File: src/drc_map.svh
// Register map, field positions, reset values and bus answers of the converter control block.
// Assumes it is included by bare name from every file that decodes or packs registers.
`ifndef DRC_MAP_SVH
`define DRC_MAP_SVH

// ****************************************************************
// Register indices (byte address is four times the index)
// ****************************************************************
`define DRC_IDX_CONTROL   6'h00
`define DRC_IDX_RESERVED  6'h01
`define DRC_IDX_LEFT      6'h02
`define DRC_IDX_RIGHT     6'h03

// ****************************************************************
// Control register field positions
// ****************************************************************
`define DRC_BIT_ENABLE    7
`define DRC_BIT_FTEST     6
`define DRC_BIT_JUSTIFY   3
`define DRC_BIT_SIGNED    2
`define DRC_BIT_WAITHALT  1
`define DRC_BIT_PINOE     0

// ****************************************************************
// Reset values and bus answers
// ****************************************************************
`define DRC_DATA_RESET    8'h00
`define DRC_CODE_RESET    8'h00
`define DRC_RESP_OKAY     2'h0
`define DRC_RESP_SLVERR   2'h2

`endif

File: src/drc_pkg.sv
// Types shared by the converter control block and its two helper modules.
// Assumes nothing beyond a SystemVerilog compiler.
package drc_pkg;

  // ****************************************************************
  // Control register fields as stored
  // ****************************************************************
  typedef struct packed {
    logic enable;
    logic factoryTest;
    logic justify;
    logic signedSel;
    logic waitHalt;
    logic pinOe;
  } drc_ctrl_t;

  // ****************************************************************
  // Whole state of the bus slave and register file
  // ****************************************************************
  typedef struct packed {
    logic        awReady;
    logic        wReady;
    logic        arReady;
    logic        awHeld;
    logic [5:0]  awIndex;
    logic        wHeld;
    logic [7:0]  wData;
    logic        wLane;
    logic        bValid;
    logic [1:0]  bResp;
    logic        rValid;
    logic [31:0] rData;
    logic [1:0]  rResp;
    drc_ctrl_t   ctrl;
    logic [7:0]  data;
  } drc_slave_t;

  // ****************************************************************
  // Whole state of the converter output stage
  // ****************************************************************
  typedef struct packed {
    logic [7:0] code;
    logic       powerUp;
    logic       pinDrive;
  } drc_conv_t;

endpackage

File: src/drc_reg_if.sv
// Carries register contents from the register file to the output stage and read view.
// Assumes each signal has one driver: the owner drives all but rdValue, which the view drives; the others only look.
`timescale 1ns/1ps
interface drc_reg_if;
  import drc_pkg::*;

  drc_ctrl_t  ctrl;       // Stored control fields
  drc_ctrl_t  nextCtrl;   // Control fields after this edge
  logic [7:0] data;       // Stored sample
  logic [7:0] nextData;   // Sample after this edge
  logic [5:0] rdIndex;    // Register index being read
  logic [7:0] rdValue;    // Value seen at that index

  modport owner (output ctrl, nextCtrl, data, nextData, rdIndex, input rdValue);
  modport conv  (input nextCtrl, nextData);
  modport view  (input ctrl, data, rdIndex, output rdValue);
endinterface

File: src/drc_read_view.sv
// Read view of the register map: what software sees at each index.
// Assumes the index is already decoded from a word-aligned bus address.
`timescale 1ns/1ps
`include "drc_map.svh"
module drc_read_view (
  drc_reg_if.view regs   // Register contents and read index
);
  import drc_pkg::*;

  // ****************************************************************
  // Read multiplexer
  // ****************************************************************
  // Pure selection; the bus side registers the result
  always_comb begin
    regs.rdValue = 8'h00;
    unique case (regs.rdIndex)
      `DRC_IDX_CONTROL: begin
        regs.rdValue[`DRC_BIT_ENABLE]   = regs.ctrl.enable;
        regs.rdValue[`DRC_BIT_FTEST]    = regs.ctrl.factoryTest;
        regs.rdValue[`DRC_BIT_JUSTIFY]  = regs.ctrl.justify;
        regs.rdValue[`DRC_BIT_SIGNED]   = regs.ctrl.signedSel;
        regs.rdValue[`DRC_BIT_WAITHALT] = regs.ctrl.waitHalt;
        regs.rdValue[`DRC_BIT_PINOE]    = regs.ctrl.pinOe;
      end
      `DRC_IDX_RESERVED: regs.rdValue = 8'h00;
      `DRC_IDX_LEFT: regs.rdValue = regs.ctrl.justify ? 8'h00 : regs.data;
      `DRC_IDX_RIGHT: regs.rdValue = regs.ctrl.justify ? regs.data : 8'h00;
      default: regs.rdValue = 8'h00;
    endcase
  end
endmodule

File: src/drc_conv_stage.sv
// Output stage toward the analog converter and the output pad.
// Assumes power-mode inputs are synchronous to clk and held by the system.
`timescale 1ns/1ps
`include "drc_map.svh"
module drc_conv_stage (
  input  wire logic clk,         // Bus clock
  input  wire logic rst,         // Synchronous reset, high
  input  wire logic waitMode,    // System in wait mode
  input  wire logic stopMode,    // System in stop mode
  drc_reg_if.conv   regs,        // Register values after this edge
  output logic [7:0] code,       // Converter input code
  output logic       powerUp,    // Converter powered
  output logic       pinDrive    // Pad drives the level
);
  import drc_pkg::*;

  drc_conv_t st;
  drc_conv_t next_st;
  logic      active;

  // ****************************************************************
  // Next output state
  // ****************************************************************
  // Built from the next register values so a write shows at its own edge
  always_comb begin
    next_st = st;
    active = regs.nextCtrl.enable && !stopMode && !(regs.nextCtrl.waitHalt && waitMode);
    next_st.powerUp = active;
    next_st.pinDrive = active && regs.nextCtrl.pinOe;
    if (active) begin
      if (regs.nextCtrl.signedSel) begin
        next_st.code = {~regs.nextData[7], regs.nextData[6:0]};
      end else begin
        next_st.code = regs.nextData;
      end
    end
  end

  // ****************************************************************
  // State register
  // ****************************************************************
  // reset powers down
  always_ff @(posedge clk) begin
    if (rst) begin
      st <= '{code: `DRC_CODE_RESET, powerUp: 1'b0, pinDrive: 1'b0};
    end else begin
      st <= next_st;
    end
  end

  assign code     = st.code;
  assign powerUp  = st.powerUp;
  assign pinDrive = st.pinDrive;
endmodule

File: src/drc_top.sv
// Control and register front end of an 8-bit single-channel converter, AXI4-Lite slave.
// Assumes power-mode and special-mode inputs are synchronous to clk; pad and analog core sit outside.
`timescale 1ns/1ps
`include "drc_map.svh"
module drc_top (
  input  wire logic        clk,             // Bus clock, 250 MHz
  input  wire logic        rst,             // Synchronous reset, high
  // Write address channel
  input  wire logic        s_axi_awvalid,   // Write address valid
  output logic             s_axi_awready,   // Write address ready
  input  wire logic [7:0]  s_axi_awaddr,    // Write byte address
  input  wire logic [2:0]  s_axi_awprot,    // Protection, unused
  // Write data channel
  input  wire logic        s_axi_wvalid,    // Write data valid
  output logic             s_axi_wready,    // Write data ready
  input  wire logic [31:0] s_axi_wdata,     // Write data
  input  wire logic [3:0]  s_axi_wstrb,     // Byte strobes
  // Write response channel
  output logic             s_axi_bvalid,    // Response valid
  input  wire logic        s_axi_bready,    // Response ready
  output logic [1:0]       s_axi_bresp,     // Response code
  // Read address channel
  input  wire logic        s_axi_arvalid,   // Read address valid
  output logic             s_axi_arready,   // Read address ready
  input  wire logic [7:0]  s_axi_araddr,    // Read byte address
  input  wire logic [2:0]  s_axi_arprot,    // Protection, unused
  // Read data channel
  output logic             s_axi_rvalid,    // Read data valid
  input  wire logic        s_axi_rready,    // Read data ready
  output logic [31:0]      s_axi_rdata,     // Read data
  output logic [1:0]       s_axi_rresp,     // Read response
  // System modes
  input  wire logic        specialMode,     // Special mode, unlocks test bit
  input  wire logic        waitMode,        // System in wait mode
  input  wire logic        stopMode,        // System in stop mode
  // Converter and pad
  output logic [7:0]       dacCode,         // Code to analog converter
  output logic             dacPowerUp,      // Converter power and run
  output logic             analogOutPinOe   // Pad drive enable, else high-Z
);
  import drc_pkg::*;

  // ****************************************************************
  // State and helper instances
  // ****************************************************************
  drc_slave_t st;
  drc_slave_t next_st;
  drc_reg_if  regs ();

  // Read view decodes the address the master offers right now
  drc_read_view u_view (
    .regs (regs)
  );

  // Output stage registers the values that this edge stores
  drc_conv_stage u_conv (
    .clk      (clk),
    .rst      (rst),
    .waitMode (waitMode),
    .stopMode (stopMode),
    .regs     (regs),
    .code     (dacCode),
    .powerUp  (dacPowerUp),
    .pinDrive (analogOutPinOe)
  );

  // ****************************************************************
  // Register contents toward the helpers
  // ****************************************************************
  // Both current and next values travel, so outputs can follow a write
  assign regs.ctrl     = st.ctrl;
  assign regs.nextCtrl = next_st.ctrl;
  assign regs.data     = st.data;
  assign regs.nextData = next_st.data;
  assign regs.rdIndex  = s_axi_araddr[7:2];

  // ****************************************************************
  // Next state: bus channels and register writes
  // ****************************************************************
  always_comb begin
    next_st = st;

    // Write address: held until the paired data arrives
    if (st.awReady && s_axi_awvalid) begin
      next_st.awHeld  = 1'b1;
      next_st.awIndex = s_axi_awaddr[7:2];
    end

    // Write data: only byte lane 0 carries register bits
    if (st.wReady && s_axi_wvalid) begin
      next_st.wHeld = 1'b1;
      next_st.wData = s_axi_wdata[7:0];
      next_st.wLane = s_axi_wstrb[0];
    end

    // Response retires when the master takes it
    if (st.bValid && s_axi_bready) begin
      next_st.bValid = 1'b0;
    end

    // Write executes once address and data are both held
    if (st.awHeld && st.wHeld && !st.bValid) begin
      next_st.awHeld = 1'b0;
      next_st.wHeld  = 1'b0;
      next_st.bValid = 1'b1;
      next_st.bResp  = `DRC_RESP_OKAY;
      unique case (st.awIndex)
        `DRC_IDX_CONTROL: begin
          if (st.wLane) begin
            next_st.ctrl.enable    = st.wData[`DRC_BIT_ENABLE];
            next_st.ctrl.justify   = st.wData[`DRC_BIT_JUSTIFY];
            next_st.ctrl.signedSel = st.wData[`DRC_BIT_SIGNED];
            next_st.ctrl.waitHalt  = st.wData[`DRC_BIT_WAITHALT];
            next_st.ctrl.pinOe     = st.wData[`DRC_BIT_PINOE];
            if (specialMode) begin
              next_st.ctrl.factoryTest = st.wData[`DRC_BIT_FTEST];
            end
          end
        end
        `DRC_IDX_RESERVED: begin
          next_st.bResp = `DRC_RESP_OKAY;
        end
        `DRC_IDX_LEFT: begin
          if (st.wLane && !st.ctrl.justify) begin
            next_st.data = st.wData;
          end
        end
        `DRC_IDX_RIGHT: begin
          if (st.wLane && st.ctrl.justify) begin
            next_st.data = st.wData;
          end
        end
        // Unmapped words answer with a slave error and change nothing
        default: begin
          next_st.bResp = `DRC_RESP_SLVERR;
        end
      endcase
    end

    // Read data retires when the master takes it
    if (st.rValid && s_axi_rready) begin
      next_st.rValid = 1'b0;
    end

    // Read address: answer captured in the same cycle it is taken
    if (st.arReady && s_axi_arvalid) begin
      next_st.rValid = 1'b1;
      if (s_axi_araddr[7:2] > `DRC_IDX_RIGHT) begin
        next_st.rData = 32'h0000_0000;
        next_st.rResp = `DRC_RESP_SLVERR;
      end else begin
        next_st.rData = {24'h00_0000, regs.rdValue};
        next_st.rResp = `DRC_RESP_OKAY;
      end
    end

    // Readies come from flops; one transaction of each kind at a time
    next_st.awReady = !next_st.awHeld && !next_st.bValid;
    next_st.wReady  = !next_st.wHeld && !next_st.bValid;
    next_st.arReady = !next_st.rValid;
  end

  // ****************************************************************
  // State register
  // ****************************************************************
  // no stop clearing
  // Stop and wait only gate the output stage; nothing here looks at them,
  // so register contents survive any low-power period untouched
  always_ff @(posedge clk) begin
    if (rst) begin
      st <= '{awReady:  1'b0,
              wReady:   1'b0,
              arReady:  1'b0,
              awHeld:   1'b0,
              awIndex:  6'h00,
              wHeld:    1'b0,
              wData:    8'h00,
              wLane:    1'b0,
              bValid:   1'b0,
              bResp:    `DRC_RESP_OKAY,
              rValid:   1'b0,
              rData:    32'h0000_0000,
              rResp:    `DRC_RESP_OKAY,
              ctrl:     '{enable: 1'b0, factoryTest: 1'b0, justify: 1'b0,
                          signedSel: 1'b0, waitHalt: 1'b0, pinOe: 1'b0},
              data:     `DRC_DATA_RESET};
    end else begin
      st <= next_st;
    end
  end

  // ****************************************************************
  // Bus outputs
  // ****************************************************************
  // Every bus output is a field of the state register
  assign s_axi_awready = st.awReady;
  assign s_axi_wready  = st.wReady;
  assign s_axi_bvalid  = st.bValid;
  assign s_axi_bresp   = st.bResp;
  assign s_axi_arready = st.arReady;
  assign s_axi_rvalid  = st.rValid;
  assign s_axi_rdata   = st.rData;
  assign s_axi_rresp   = st.rResp;
endmodule

File: config.mk
export PLATFORM = sky130hd
export DESIGN_NAME = drc_top
export DESIGN_NICKNAME = d
export VERILOG_FILES = /design/src/drc_pkg.sv /design/src/drc_reg_if.sv /design/src/drc_read_view.sv /design/src/drc_conv_stage.sv /design/src/drc_top.sv
export VERILOG_INCLUDE_DIRS = /design/src
export SDC_FILE = /design/constraint.sdc
export NUM_CORES = 1
export LEC_CHECK = 0
export BUFFER_PORTS_ARGS = -buffer_cell sky130_fd_sc_hd__buf_2
export CORE_UTILIZATION = 53
export CTS_BUF_LIST = sky130_fd_sc_hd__clkbuf_4 sky130_fd_sc_hd__clkbuf_8
export CTS_CLUSTER_SIZE = 12
export DETAILED_ROUTE_END_ITERATION = 7
export HOLD_SLACK_MARGIN = 0.08
export PLACE_DENSITY = 0.93
export SLEW_MARGIN = 15
export SYNTH_ARGS = -nofsm -noshare
export SYNTH_HDL_FRONTEND = slang
export SYNTH_HIERARCHICAL = 1
export SYNTH_SLANG_ARGS = --single-unit
File: constraint.sdc
create_clock -name clk -period 3.2 [get_ports clk]
set_input_delay 0.32 -clock clk [delete_from_list [all_inputs] [get_ports clk]]
set_output_delay 0.32 -clock clk [all_outputs]
set_load 0.02 [all_outputs]
==> results of run 1 <==
==> power groups by stage <==
stage	logic, mW	registers (mW)	clock network [mW]
after global routing	0.142	0.732	0.497
after CTS	0.127	0.729	0.464
after global placement	0.123	0.744	0
final	0.128	0.729	0.459
after detailed placement	0.127	0.745	0
after floorplan	0.116	0.746	0
==> worst paths after layout <==
check	from	endpoint	slack [ps]	cells after the start
worst max-delay path	st[64]	u_conv/code[6]	860	6
worst min-delay path	s_axi_wdata[2]	st[55]	240	3
worst max register to register	st[64]	u_conv/code[6]	860	6
worst min register to register	s_axi_rdata[7]	s_axi_rdata[7]	450	2
==> per-layer routing <==
metal / share of wire (%) / vias up / track usage (%)
li1: - / 1099 / -
met1: 41 / 1021 / 24.49
met2: 52 / 69 / 34.93
met3: 4.6 / 10 / 4.953
met4: 1.7 / 0 / 7.547
met5: 0 / - / 0
==> layout make-up <==
cell class,instances,share of cell area (%)
Clock inverter,2,1.166
Sequential cell,56,37.32
Inverter,2,0.2499
Tap cell,70,2.915
Clock buffer,6,2.541
Multi-Input combinational cell,231,46.65
Timing Repair Buffer,55,9.163
==> critical path: stages (launching register included) <==
cell and delay, ps:
sky130_fd_sc_hd__dfxtp_1 340, sky130_fd_sc_hd__nor4_4 450, sky130_fd_sc_hd__nand3_1 290, sky130_fd_sc_hd__mux2_2 360, sky130_fd_sc_hd__and2_4 210, sky130_fd_sc_hd__or3b_2 470
sky130_fd_sc_hd__a21oi_1 140
==> sequential cells by signal, indices dropped and copies added (netlist names), 6 cells and up <==
register and cells:
st 17, u_conv/code 8, s_axi_rdata 8, regs.ctrl 6, regs.data 8
==> metrics by stage <==
stage          std cells  utilization (%)
3_3_place_gp         414            56.64
3_5_place_dp         414            56.64
5_1_grt              422            58.82
6_report             422            58.82
2_1_floorplan        344                -
4_1_cts              422            58.82
==> impl_results.html, run 1 <==
<table>
<tr><th>Metric</th><th>Value</th></tr>
<tr><th colspan="2">Clock network</th></tr>
<tr><td>Clk_lat worst skew</td><td>310 ps</td></tr>
<tr><td>Root buf cell</td><td>sky130_fd_sc_hd__clkbuf_8</td></tr>
<tr><td>Cts repair resizes</td><td>0</td></tr>
<tr><td>Maximum clock insertion buffer count</td><td>2</td></tr>
<tr><td>Clock edge transition at the registers on the reported setup and hold paths</td><td>100 ps</td></tr>
<tr><td>Total clock sinks</td><td>56</td></tr>
<tr><td>Depth of the CTS H-tree</td><td>2</td></tr>
<tr><td>Number of buffers inserted by post-CTS setup repair</td><td>0</td></tr>
<tr><td>Num CTS Buffers</td><td>5</td></tr>
<tr><td>Clock tree from TritonCTS</td><td>done</td></tr>
<tr><td># hold bufs at CTS</td><td>0</td></tr>
<tr><th colspan="2">Routing</th></tr>
<tr><td>Number of violations reported at the end of detailed-routing iteration 0</td><td>130</td></tr>
<tr><td>Avg WL per Cell</td><td>12.64 um</td></tr>
<tr><td>Via/cell ratio</td><td>5.211</td></tr>
<tr><td>Final WL</td><td>5.335 mm</td></tr>
<tr><td>1st-pass router iterations</td><td>4</td></tr>
<tr><td>Via count</td><td>2199</td></tr>
<tr><td>Antenna-violating nets left</td><td>0</td></tr>
<tr><td>Residual DRC</td><td>0</td></tr>
<tr><th colspan="2">STA</th></tr>
<tr><td>Clock Skew</td><td>11.19 ps</td></tr>
<tr><td>Setup violations, final</td><td>0</td></tr>
<tr><td>Final Max Slew Viols</td><td>0</td></tr>
<tr><td>Relative slew margins</td><td>34.85%</td></tr>
<tr><td>Unrepaired setup endpoints after global routing</td><td>no</td></tr>
<tr><td>Highest clock rate</td><td>0.4271 GHz</td></tr>
<tr><td>Final critical-path required period</td><td>2341 ps</td></tr>
<tr><td>Fraction of the cycle the final worst path needs</td><td>73.17%</td></tr>
<tr><td>Post-route worst hold slack</td><td>239.7 ps</td></tr>
<tr><td>Sum of negative setup slack</td><td>0 ps</td></tr>
<tr><td>Hold violation count in the final report</td><td>0</td></tr>
<tr><td>Worst-Margin Slew</td><td>977.3 ps</td></tr>
<tr><td>Post-layout worst setup margin</td><td>858.7 ps</td></tr>
<tr><th colspan="2">Logic synthesis</th></tr>
<tr><td>Number of warning messages in the yosys log</td><td>6</td></tr>
<tr><td>Synthesized instance count</td><td>319</td></tr>
<tr><td>Mean cell area of the mapped netlist</td><td>8.778 um2</td></tr>
<tr><td>Combined area of all synthesized cells</td><td>2800 um2</td></tr>
<tr><th colspan="2">Floorplanning</th></tr>
<tr><td>Initial cell density of the core</td><td>54.83%</td></tr>
<tr><td>Number of placement rows</td><td>26</td></tr>
<tr><td>Area of the core</td><td>5107 um2</td></tr>
<tr><td>Die outline area</td><td>5578 um2</td></tr>
<tr><td>Die height</td><td>74.69 um</td></tr>
<tr><td>Io pins</td><td>119</td></tr>
<tr><td>Die Width</td><td>74.69 um</td></tr>
<tr><th colspan="2">GRT</th></tr>
<tr><td>Number of global-route vias before repair</td><td>1923</td></tr>
<tr><td>First-pass GRT wire length</td><td>8.583 mm</td></tr>
<tr><td>GRT Residual Overflow</td><td>0</td></tr>
<tr><td>Total routing usage reported by global routing</td><td>20.25%</td></tr>
<tr><td>Pin count of the biggest net entering global routing</td><td>64</td></tr>
<tr><td>Antenna violations before repair</td><td>0</td></tr>
<tr><th colspan="2">Power and ir drop</th></tr>
<tr><td>Register share of total power</td><td>55.4%</td></tr>
<tr><td>Combinational group share of total power</td><td>9.7%</td></tr>
<tr><td>Peak supply drop</td><td>0.0002994 V</td></tr>
<tr><td>Clk network pwr share</td><td>34.9%</td></tr>
<tr><td>Switching component of the power</td><td>0.3211 mW</td></tr>
<tr><td>Sw Share</td><td>24.40%</td></tr>
<tr><td>Leakage power total</td><td>1.228 nW</td></tr>
<tr><td>Design Power</td><td>1.316 mW</td></tr>
<tr><td>P_int</td><td>0.9947 mW</td></tr>
<tr><td>Power density over the cells</td><td>438.0 nW/um2</td></tr>
<tr><th colspan="2">Placement</th></tr>
<tr><td>Number of buffer cells added on primary ports</td><td>55</td></tr>
<tr><td>Half-perimeter wire length of the detailed placement result</td><td>3.844 mm</td></tr>
<tr><td>Total cell area at the placement stage</td><td>2893 um2</td></tr>
<tr><td>Final estimated routing congestion in global placement</td><td>0.7342</td></tr>
<tr><td>Worst setup slack after placement</td><td>864.3 ps</td></tr>
<tr><th colspan="2">Worst setup path</th></tr>
<tr><td>Critical Path End Type</td><td>flop</td></tr>
<tr><td>Critical path class</td><td>reg -&gt; reg</td></tr>
<tr><td>Maximum fanout along the worst path</td><td>17</td></tr>
<tr><td>Worst Setup Start Kind</td><td>flop</td></tr>
<tr><td>Critical Path AT</td><td>2570 ps</td></tr>
<tr><td>CP Data Required Time</td><td>3430 ps</td></tr>
<tr><th colspan="2">Final layout</th></tr>
<tr><td>Final std cell area, no fill</td><td>3004 um2</td></tr>
<tr><td>Highest-count cells in the layout ignoring fill and taps</td><td>56 x sky130_fd_sc_hd__dfxtp_1, 55 x sky130_fd_sc_hd__buf_2, 37 x sky130_fd_sc_hd__a21oi_1</td></tr>
<tr><td>Number of inserted diodes</td><td>0</td></tr>
<tr><td>Most frequent standard cell in the layout excluding fill and tap cells</td><td>sky130_fd_sc_hd__dfxtp_1</td></tr>
<tr><td>Sequential Area</td><td>1121 um2</td></tr>
<tr><td>Proportion of layout cells with a drive suffix above 1</td><td>24.15%</td></tr>
<tr><td>Multi-input gate area</td><td>1401 um2</td></tr>
<tr><td>Fill count</td><td>445</td></tr>
<tr><td>Area growth from synthesis to layout</td><td>7.283%</td></tr>
<tr><td>Post-layout nets</td><td>419</td></tr>
<tr><th colspan="2">Min path</th></tr>
<tr><td>Worst hold path type</td><td>in -&gt; reg</td></tr>
<tr><th colspan="2">Status</th></tr>
<tr><td>Run status</td><td>complete, no violations</td></tr>
<tr><th colspan="2">Run</th></tr>
<tr><td>Max_cap viols</td><td>0</td></tr>
</table>
Note: power is estimated with default switching activity, not from simulation.
==> run 2: changes to the inputs <==
CORE_UTILIZATION = 50   (was 53)
PLACE_DENSITY = 0.89   (was 0.93)
clock period = 2.18 ns   (was 3.2 ns; I/O delays follow)
==> run 2 against run 1 <==
Sequential power increased by 47%; sequential share of layout area shrank 1.1 points; die area grew 5.8%; final area grew 3.0%; non-clock buffer count increased by 11; global-route usage up 0.24 points.
==> impl_results.html, run 2 (synthesis results as in run 1) <==
<table>
<tr><th>Metric</th><th>Value</th></tr>
<tr><th colspan="2">Floorplanning</th></tr>
<tr><td>Io pins</td><td>119 (unchanged)</td></tr>
<tr><td>Initial cell density of the core</td><td>53.46% (was 54.83%)</td></tr>
<tr><td>Die height</td><td>76.84 um (was 74.69 um)</td></tr>
<tr><td>Die outline area</td><td>5904 um2 (was 5578 um2)</td></tr>
<tr><td>Number of placement rows</td><td>26 (unchanged)</td></tr>
<tr><td>Die Width</td><td>76.84 um (was 74.69 um)</td></tr>
<tr><td>Area of the core</td><td>5238 um2 (was 5107 um2)</td></tr>
<tr><th colspan="2">STA</th></tr>
<tr><td>Clock Skew</td><td>9.744 ps (was 11.19 ps)</td></tr>
<tr><td>Highest clock rate</td><td>0.4859 GHz (was 0.4271 GHz)</td></tr>
<tr><td>Relative slew margins</td><td>44.53% (was 34.85%)</td></tr>
<tr><td>Setup violations, final</td><td>0 (unchanged)</td></tr>
<tr><td>Final Max Slew Viols</td><td>0 (unchanged)</td></tr>
<tr><td>Post-route worst hold slack</td><td>137.5 ps (was 239.7 ps)</td></tr>
<tr><td>Fraction of the cycle the final worst path needs</td><td>94.42% (was 73.17%)</td></tr>
<tr><td>Final critical-path required period</td><td>2058 ps (was 2341 ps)</td></tr>
<tr><td>Worst-Margin Slew</td><td>825.1 ps (was 977.3 ps)</td></tr>
<tr><td>Hold violation count in the final report</td><td>0 (unchanged)</td></tr>
<tr><td>Unrepaired setup endpoints after global routing</td><td>no (unchanged)</td></tr>
<tr><td>Sum of negative setup slack</td><td>0 ps (unchanged)</td></tr>
<tr><th colspan="2">Worst setup path</th></tr>
<tr><td>Buffering stage count on the worst path with inverters included</td><td>2 (was 0)</td></tr>
<tr><td>Critical path class</td><td>reg -&gt; reg (unchanged)</td></tr>
<tr><td>Largest delay contributor family on the critical path</td><td>simple AND/OR/NAND/NOR gates (unchanged)</td></tr>
<tr><td>Worst Setup Start Kind</td><td>flop (unchanged)</td></tr>
<tr><td>Critical Path End Type</td><td>flop (unchanged)</td></tr>
<tr><td>Maximum fanout along the worst path</td><td>8 (was 17)</td></tr>
<tr><td>Ordered cell list for the critical path</td><td>nor4_4 &gt; buf_4 &gt; nand4_4 &gt; buf_6 &gt; mux2_4 &gt; or3b_2 &gt; a21oi_1 (was nor4_4 &gt; nand3_1 &gt; mux2_2 &gt; and2_4 &gt; or3b_2 &gt; a21oi_1)</td></tr>
<tr><td>Critical Path AT</td><td>2300 ps (was 2570 ps)</td></tr>
<tr><td>CP Data Required Time</td><td>2420 ps (was 3430 ps)</td></tr>
<tr><td>Worst reg2reg endpoint</td><td>u_conv/code[4] (was u_conv/code[6])</td></tr>
<tr><td>Slowest cell on the critical path</td><td>sky130_fd_sc_hd__or3b_2 (unchanged)</td></tr>
<tr><td>Crit path largest cell delay</td><td>430 ps (was 470 ps)</td></tr>
<tr><td>FF-to-FF Start</td><td>st[67] (was st[64])</td></tr>
<tr><td>R2r setup slk</td><td>120 ps (was 860 ps)</td></tr>
<tr><td>Worst reg2reg path depth</td><td>7 (was 6)</td></tr>
<tr><td>Cell count along the critical path</td><td>7 (was 6)</td></tr>
<tr><th colspan="2">Routing</th></tr>
<tr><td>Number of violations reported at the end of detailed-routing iteration 0</td><td>184 (was 130)</td></tr>
<tr><td>Residual DRC</td><td>0 (unchanged)</td></tr>
<tr><td>Antenna-violating nets left</td><td>0 (unchanged)</td></tr>
<tr><td>Via count</td><td>2282 (was 2199)</td></tr>
<tr><td>Final WL</td><td>5.768 mm (was 5.335 mm)</td></tr>
<tr><td>Avg WL per Cell</td><td>13.32 um (was 12.64 um)</td></tr>
<tr><td>1st-pass router iterations</td><td>5 (was 4)</td></tr>
<tr><td>Via/cell ratio</td><td>5.270 (was 5.211)</td></tr>
<tr><th colspan="2">Clock network</th></tr>
<tr><td>Depth of the CTS H-tree</td><td>2 (unchanged)</td></tr>
<tr><td>Root buf cell</td><td>sky130_fd_sc_hd__clkbuf_8 (unchanged)</td></tr>
<tr><td>Clock tree from TritonCTS</td><td>done (unchanged)</td></tr>
<tr><td>Maximum clock insertion buffer count</td><td>2 (unchanged)</td></tr>
<tr><td>Clock edge transition at the registers on the reported setup and hold paths</td><td>110 ps (was 100 ps)</td></tr>
<tr><td>Total clock sinks</td><td>56 (unchanged)</td></tr>
<tr><td>Clk_lat worst skew</td><td>310 ps (about the same)</td></tr>
<tr><td>Num CTS Buffers</td><td>5 (unchanged)</td></tr>
<tr><th colspan="2">Placement</th></tr>
<tr><td>Placed Instances</td><td>423 (was 414)</td></tr>
<tr><td>Number of buffer cells added on primary ports</td><td>55 (unchanged)</td></tr>
<tr><td>Final estimated routing congestion in global placement</td><td>0.7453 (was 0.7342)</td></tr>
<tr><td>Half-perimeter wire length of the detailed placement result</td><td>4.138 mm (was 3.844 mm)</td></tr>
<tr><td>Total cell area at the placement stage</td><td>2960 um2 (was 2893 um2)</td></tr>
<tr><th colspan="2">GRT</th></tr>
<tr><td>Met3 track demand over resource</td><td>4.643% (was 4.953%)</td></tr>
<tr><td>Total routing usage reported by global routing</td><td>20.49% (was 20.25%)</td></tr>
<tr><td>Pin count of the biggest net entering global routing</td><td>50 (was 64)</td></tr>
<tr><td>GR Layer Usage met2</td><td>35.98% (was 34.93%)</td></tr>
<tr><td>Number of global-route vias before repair</td><td>2138 (was 1923)</td></tr>
<tr><td>GRT Residual Overflow</td><td>0 (unchanged)</td></tr>
<tr><td>First-pass GRT wire length</td><td>9.729 mm (was 8.583 mm)</td></tr>
<tr><td>Busiest grt layer</td><td>met2 (unchanged)</td></tr>
<tr><td>Antenna violations before repair</td><td>0 (unchanged)</td></tr>
<tr><td>Met1 global-route usage</td><td>24.01% (was 24.49%)</td></tr>
<tr><th colspan="2">Final layout</th></tr>
<tr><td>Max reg flops</td><td>17 (unchanged)</td></tr>
<tr><td>Proportion of layout cells with a drive suffix above 1</td><td>26.72% (was 24.15%)</td></tr>
<tr><td>Final std cell area, no fill</td><td>3095 um2 (was 3004 um2)</td></tr>
<tr><td>Fill count</td><td>453 (was 445)</td></tr>
<tr><td>Reg with most FFs</td><td>st (unchanged)</td></tr>
<tr><td>Highest-count cells in the layout ignoring fill and taps</td><td>56 x sky130_fd_sc_hd__dfxtp_1, 55 x sky130_fd_sc_hd__buf_2, 37 x sky130_fd_sc_hd__a21oi_1 (unchanged)</td></tr>
<tr><td>Final Instance Count excl. Fillers</td><td>433 (was 422)</td></tr>
<tr><td>Most frequent standard cell in the layout excluding fill and tap cells</td><td>sky130_fd_sc_hd__dfxtp_1 (unchanged)</td></tr>
<tr><td>Multi-input gate area</td><td>1406 um2 (was 1401 um2)</td></tr>
<tr><td>Area growth from synthesis to layout</td><td>10.55% (was 7.283%)</td></tr>
<tr><td>Post-layout nets</td><td>430 (was 419)</td></tr>
<tr><td>Sequential Area</td><td>1121 um2 (unchanged)</td></tr>
<tr><td>Number of inserted diodes</td><td>0 (unchanged)</td></tr>
<tr><th colspan="2">Power and ir drop</th></tr>
<tr><td>Peak supply drop</td><td>0.0003549 V (was 0.0002994 V)</td></tr>
<tr><td>Leakage power total</td><td>1.277 nW (was 1.228 nW)</td></tr>
<tr><td>P_int</td><td>1.453 mW (was 0.9947 mW)</td></tr>
<tr><td>Register share of total power</td><td>54.9% (was 55.4%)</td></tr>
<tr><td>Switching component of the power</td><td>0.4963 mW (was 0.3211 mW)</td></tr>
<tr><td>Power density over the cells</td><td>629.7 nW/um2 (was 438.0 nW/um2)</td></tr>
<tr><td>Sw Share</td><td>25.46% (was 24.40%)</td></tr>
<tr><td>Combinational group share of total power</td><td>10.2% (was 9.7%)</td></tr>
<tr><td>Clk network pwr share</td><td>34.9% (about the same)</td></tr>
<tr><th colspan="2">Min path</th></tr>
<tr><td>Worst hold path type</td><td>in -&gt; reg (unchanged)</td></tr>
<tr><td>Startpoint of the lowest-slack hold path</td><td>s_axi_wdata[0] (was s_axi_wdata[2])</td></tr>
<tr><td>WHS Path Cells</td><td>3 (unchanged)</td></tr>
<tr><td>Min-Delay Endpoint</td><td>st[53] (was st[55])</td></tr>
<tr><th colspan="2">Status</th></tr>
<tr><td>Run status</td><td>complete, no violations (unchanged)</td></tr>
<tr><th colspan="2">Run</th></tr>
<tr><td>Max_cap viols</td><td>0 (unchanged)</td></tr>
</table>
-- run 2: changes by cell type in the layout (fill, tap and decap cells not counted), sizes merged --
cell      change
buf          +11
clkbuf        -1
clkinvlp      +1
-- run 2: area by class of cell --
type                            count  share of cell area [%]
Multi-Input combinational cell    231                   45.43
Sequential cell                    56                   36.22
Timing Repair Buffer               66                   11.68
Clock inverter                      3                   1.374
Inverter                            2                  0.2425
Clock buffer                        5                   2.223
Tap cell                           70                   2.829
-- run 2: what timing repair did --
action | in CTS | in global routing
buffers inserted | 0 | 2
hold buffers | 0 | 0
setup endpoints to repair | 0 | 6
resized for setup | 0 | 2
-- run 2: metal layers --
layer / up-vias / share of wire (%)
met3: 10 / 4.8
met5: - / 0
li1: 1124 / -
met1: 1067 / 42
met4: 0 / 1.6
met2: 81 / 51
-- run 2: power groups by stage --
stage / registers (mW) / logic (mW) / clock network (mW)
detailed placement: 1.09 / 0.194 / 0
global route: 1.07 / 0.218 / 0.734
global placement: 1.09 / 0.189 / 0
floorplan: 1.09 / 0.171 / 0
CTS: 1.07 / 0.196 / 0.695
finish: 1.07 / 0.198 / 0.681
-- run 2: worst max path at each step --
stage	slack, ps	to	from
final	120	u_conv/code[4]	st[67]
after global routing	2	u_conv/code[7]	st[67]
after detailed placement	80	u_conv/code[3]	st[64]
after floorplan	120	u_conv/code[5]	st[64]
after CTS	60	u_conv/code[3]	st[64]
after global placement	160	u_conv/code[4]	st[64]
-- run 2: worst register-to-register path, stage by stage (launching register included) --
cell and delay [ps]:
sky130_fd_sc_hd__dfxtp_1 350, sky130_fd_sc_hd__nor4_4 330, sky130_fd_sc_hd__buf_4 200, sky130_fd_sc_hd__nand4_4 180
sky130_fd_sc_hd__buf_6 200, sky130_fd_sc_hd__mux2_4 180, sky130_fd_sc_hd__or3b_2 430, sky130_fd_sc_hd__a21oi_1 130
-- run 2: stage by stage --
stage / total power, mW / util (%) / worst slack (ps)
2_1_floorplan: 1.265 / - / 121.2
3_3_place_gp: 1.280 / 56.52 / 157.5
3_5_place_dp: 1.287 / 56.52 / 79.32
4_1_cts: 1.960 / 58.65 / 63.12
5_1_grt: 2.027 / 59.10 / 1.850
6_report: 1.949 / 59.10 / 121.8
==> run 3: changes to the inputs <==
--- a/config.mk
+++ b/config.mk
@@ -9,3 +9,3 @@
 export BUFFER_PORTS_ARGS = -buffer_cell sky130_fd_sc_hd__buf_2
-export CORE_UTILIZATION = 50
+export CORE_UTILIZATION = 45
 export CTS_BUF_LIST = sky130_fd_sc_hd__clkbuf_4 sky130_fd_sc_hd__clkbuf_8
@@ -14,3 +14,3 @@
 export HOLD_SLACK_MARGIN = 0.08
-export PLACE_DENSITY = 0.89
+export PLACE_DENSITY = 0.82
 export SLEW_MARGIN = 15
==> constraint.sdc (replaced) <==
create_clock -name clk -period 2.18 [get_ports clk]
set_input_delay 0.327 -clock clk [delete_from_list [all_inputs] [get_ports clk]]
set_output_delay 0.327 -clock clk [all_outputs]
set_load 0.02 [all_outputs]
==> run 3 against run 2 <==
Clock power shrank 0.6%; worst hold slack gained 110 ps; routed wire length shrank 6.9%; core utilization shrank 7.0 points; register-to-register slack lost 20 ps; clock skew is essentially flat; global-route usage shrank 3.6 points; critical path type unchanged; critical endpoint is now u_conv/code[6]; largest power group unchanged.
==> impl_results.html, run 3 (synthesis results as in run 1) <==
<table>
<tr><th>Metric</th><th>Value</th></tr>
<tr><th colspan="2">Worst setup path</th></tr>
<tr><td>Largest delay contributor family on the critical path</td><td>simple AND/OR/NAND/NOR gates (unchanged)</td></tr>
<tr><td>Crit path largest cell delay</td><td>480 ps (was 430 ps)</td></tr>
<tr><td>Critical Path End Type</td><td>flop (unchanged)</td></tr>
<tr><td>Ordered cell list for the critical path</td><td>and4b_1 &gt; nand3_2 &gt; mux2_2 &gt; and2_4 &gt; or3b_2 &gt; a21oi_1 (was nor4_4 &gt; buf_4 &gt; nand4_4 &gt; buf_6 &gt; mux2_4 &gt; or3b_2 &gt; a21oi_1)</td></tr>
<tr><td>Worst Setup Start Kind</td><td>flop (unchanged)</td></tr>
<tr><td>Maximum fanout along the worst path</td><td>17 (was 8)</td></tr>
<tr><td>CP Data Required Time</td><td>2420 ps (about the same)</td></tr>
<tr><td>Critical Path AT</td><td>2320 ps (was 2300 ps)</td></tr>
<tr><td>Slowest cell on the critical path</td><td>sky130_fd_sc_hd__or3b_2 (unchanged)</td></tr>
<tr><td>Critical path class</td><td>reg -&gt; reg (unchanged)</td></tr>
<tr><td>Buffering stage count on the worst path with inverters included</td><td>0 (was 2)</td></tr>
<tr><th colspan="2">Clock network</th></tr>
<tr><td>Clock edge transition at the registers on the reported setup and hold paths</td><td>90 ps (was 110 ps)</td></tr>
<tr><td># hold bufs at CTS</td><td>0 (unchanged)</td></tr>
<tr><td>Maximum clock insertion buffer count</td><td>2 (unchanged)</td></tr>
<tr><td>Num CTS Buffers</td><td>5 (unchanged)</td></tr>
<tr><td>Clock tree from TritonCTS</td><td>done (unchanged)</td></tr>
<tr><td>Clk_lat worst skew</td><td>310 ps (about the same)</td></tr>
<tr><td>Depth of the CTS H-tree</td><td>2 (unchanged)</td></tr>
<tr><td>Total clock sinks</td><td>56 (unchanged)</td></tr>
<tr><td>Root buf cell</td><td>sky130_fd_sc_hd__clkbuf_8 (unchanged)</td></tr>
<tr><th colspan="2">STA</th></tr>
<tr><td>Final Max Slew Viols</td><td>0 (unchanged)</td></tr>
<tr><td>Final critical-path required period</td><td>2081 ps (was 2058 ps)</td></tr>
<tr><td>Hold violation count in the final report</td><td>0 (unchanged)</td></tr>
<tr><td>Sum of negative setup slack</td><td>0 ps (unchanged)</td></tr>
<tr><td>Setup violations, final</td><td>0 (unchanged)</td></tr>
<tr><td>Fraction of the cycle the final worst path needs</td><td>95.44% (was 94.42%)</td></tr>
<tr><td>Clock Skew</td><td>9.289 ps (was 9.744 ps)</td></tr>
<tr><td>Unrepaired setup endpoints after global routing</td><td>no (unchanged)</td></tr>
<tr><td>Relative slew margins</td><td>55.62% (was 44.53%)</td></tr>
<tr><td>Post-route worst hold slack</td><td>250.7 ps (was 137.5 ps)</td></tr>
<tr><td>Highest clock rate</td><td>0.4806 GHz (was 0.4859 GHz)</td></tr>
<tr><td>Worst-Margin Slew</td><td>665.7 ps (was 825.1 ps)</td></tr>
<tr><th colspan="2">Routing</th></tr>
<tr><td>Via/cell ratio</td><td>5.091 (was 5.270)</td></tr>
<tr><td>Final WL</td><td>5.369 mm (was 5.768 mm)</td></tr>
<tr><td>Via count</td><td>2235 (was 2282)</td></tr>
<tr><td>Avg WL per Cell</td><td>12.23 um (was 13.32 um)</td></tr>
<tr><td>1st-pass router iterations</td><td>4 (was 5)</td></tr>
<tr><td>Residual DRC</td><td>0 (unchanged)</td></tr>
<tr><td>Number of violations reported at the end of detailed-routing iteration 0</td><td>119 (was 184)</td></tr>
<tr><td>Antenna-violating nets left</td><td>0 (unchanged)</td></tr>
<tr><th colspan="2">Placement</th></tr>
<tr><td>Final estimated routing congestion in global placement</td><td>0.7704 (was 0.7453)</td></tr>
<tr><td>Half-perimeter wire length of the detailed placement result</td><td>4.065 mm (was 4.138 mm)</td></tr>
<tr><td>Number of buffer cells added on primary ports</td><td>55 (unchanged)</td></tr>
<tr><td>Placed Instances</td><td>429 (was 423)</td></tr>
<tr><th colspan="2">Final layout</th></tr>
<tr><td>Reg with most FFs</td><td>st (unchanged)</td></tr>
<tr><td>Core occupancy in the finished layout</td><td>52.14% (was 59.10%)</td></tr>
<tr><td>Fill count</td><td>566 (was 453)</td></tr>
<tr><td>Most frequent standard cell in the layout excluding fill and tap cells</td><td>sky130_fd_sc_hd__dfxtp_1 (unchanged)</td></tr>
<tr><td>Number of inserted diodes</td><td>0 (unchanged)</td></tr>
<tr><td>Final Instance Count excl. Fillers</td><td>439 (was 433)</td></tr>
<tr><td>Area growth from synthesis to layout</td><td>10.90% (was 10.55%)</td></tr>
<tr><td>Post-layout nets</td><td>431 (was 430)</td></tr>
<tr><td>Max reg flops</td><td>17 (unchanged)</td></tr>
<tr><td>Proportion of layout cells with a drive suffix above 1</td><td>26.92% (was 26.72%)</td></tr>
<tr><td>Highest-count cells in the layout ignoring fill and taps</td><td>56 x sky130_fd_sc_hd__dfxtp_1, 55 x sky130_fd_sc_hd__buf_2, 37 x sky130_fd_sc_hd__a21oi_1 (unchanged)</td></tr>
<tr><th colspan="2">Power and ir drop</th></tr>
<tr><td>Power density over the cells</td><td>627.1 nW/um2 (was 629.7 nW/um2)</td></tr>
<tr><td>P_int</td><td>1.470 mW (was 1.453 mW)</td></tr>
<tr><td>Register share of total power</td><td>54.9% (about the same)</td></tr>
<tr><td>Clk network pwr share</td><td>34.8% (was 34.9%)</td></tr>
<tr><td>Combinational group share of total power</td><td>10.3% (was 10.2%)</td></tr>
<tr><td>Sw Share</td><td>24.54% (was 25.46%)</td></tr>
<tr><td>Peak supply drop</td><td>0.0003697 V (was 0.0003549 V)</td></tr>
<tr><td>Leakage power total</td><td>1.283 nW (was 1.277 nW)</td></tr>
<tr><td>Switching component of the power</td><td>0.4778 mW (was 0.4963 mW)</td></tr>
<tr><td>Design Power</td><td>1.948 mW (was 1.949 mW)</td></tr>
<tr><th colspan="2">Floorplanning</th></tr>
<tr><td>Io pins</td><td>119 (unchanged)</td></tr>
<tr><td>Area of the core</td><td>5956 um2 (was 5238 um2)</td></tr>
<tr><td>Die Width</td><td>80.89 um (was 76.84 um)</td></tr>
<tr><td>Die outline area</td><td>6542 um2 (was 5904 um2)</td></tr>
<tr><td>Number of placement rows</td><td>28 (was 26)</td></tr>
<tr><td>Initial cell density of the core</td><td>47.02% (was 53.46%)</td></tr>
<tr><td>Die height</td><td>80.89 um (was 76.84 um)</td></tr>
<tr><th colspan="2">GRT</th></tr>
<tr><td>Antenna violations before repair</td><td>0 (unchanged)</td></tr>
<tr><td>Total routing usage reported by global routing</td><td>16.89% (was 20.49%)</td></tr>
<tr><td>Pin count of the biggest net entering global routing</td><td>45 (was 50)</td></tr>
<tr><td>GRT Residual Overflow</td><td>0 (unchanged)</td></tr>
<tr><td>Number of global-route vias before repair</td><td>2018 (was 2138)</td></tr>
<tr><td>First-pass GRT wire length</td><td>8.645 mm (was 9.729 mm)</td></tr>
<tr><th colspan="2">Run</th></tr>
<tr><td>Max_cap viols</td><td>0 (unchanged)</td></tr>
<tr><th colspan="2">Min path</th></tr>
<tr><td>Worst hold path type</td><td>in -&gt; reg (unchanged)</td></tr>
<tr><th colspan="2">Status</th></tr>
<tr><td>Run status</td><td>complete, no violations (unchanged)</td></tr>
</table>
run 3: cell types whose count changed in the layout (fill, tap and decap cells not counted), sizes merged:
cell / previous run / this run
clkbuf: 5 / 6
buf: 66 / 67
clkinvlp: 1 / 0
run 3: timing repair:
item | CTS | global route
gates resized for setup | 0 | 1
setup buffers | 0 | 2
setup endpoints to repair | 0 | 5
run 3: final timing paths:
kind	to	slack [ps]	cells after the start	from
hold reg to reg	s_axi_rdata[0]	450	2	s_axi_rdata[0]
setup reg to reg	u_conv/code[6]	100	6	st[61]
setup / recovery	u_conv/code[6]	100	6	st[61]
hold / removal	st[52]	250	3	s_axi_wstrb[0]
run 3: worst min-delay path: stages:
cell and delay, ps:
sky130_fd_sc_hd__buf_2 90, sky130_fd_sc_hd__nand2_1 40, sky130_fd_sc_hd__a21oi_1 50
run 3: power groups by stage:
stage	Sequential, mW	Combinational (mW)	Clock (mW)
after floorplan	1.09	0.171	0
after global placement	1.09	0.194	0
after detailed placement	1.09	0.198	0
after CTS	1.07	0.199	0.693
after global routing	1.07	0.222	0.730
final	1.07	0.201	0.677
run 3: cell type report:
| type | instances | area [um2] | share of cell area [%] |
|---|---|---|---|
| multi-input combinational | 231 | 1406 | 45.29 |
| clock inverter | 2 | 35.03 | 1.128 |
| timing repair buffer | 67 | 365.4 | 11.76 |
| inverter | 2 | 7.507 | 0.2417 |
| clock buffer | 6 | 76.32 | 2.458 |
| sequential | 56 | 1121 | 36.10 |
| tap | 75 | 93.84 | 3.022 |
run 3: routing by layer:
layer  routed length, um  global-route usage [%]  up-vias
met2                2738                   30.08       63
met1                2274                   19.46     1034
met4                  98                   5.357        0
met5                   0                       0        -
met3                 257                   4.607       11
li1                    -                       -     1127
run 3: stage by stage:
step | setup WS [ps] | instance area [um2]
3_3_place_gp | 113.7 | 2974
6_report | 99.37 | 3105
5_1_grt | 18.27 | 3105
2_1_floorplan | 121.2 | 2894
4_1_cts | 47.45 | 3085
3_5_place_dp | 69.05 | 2974
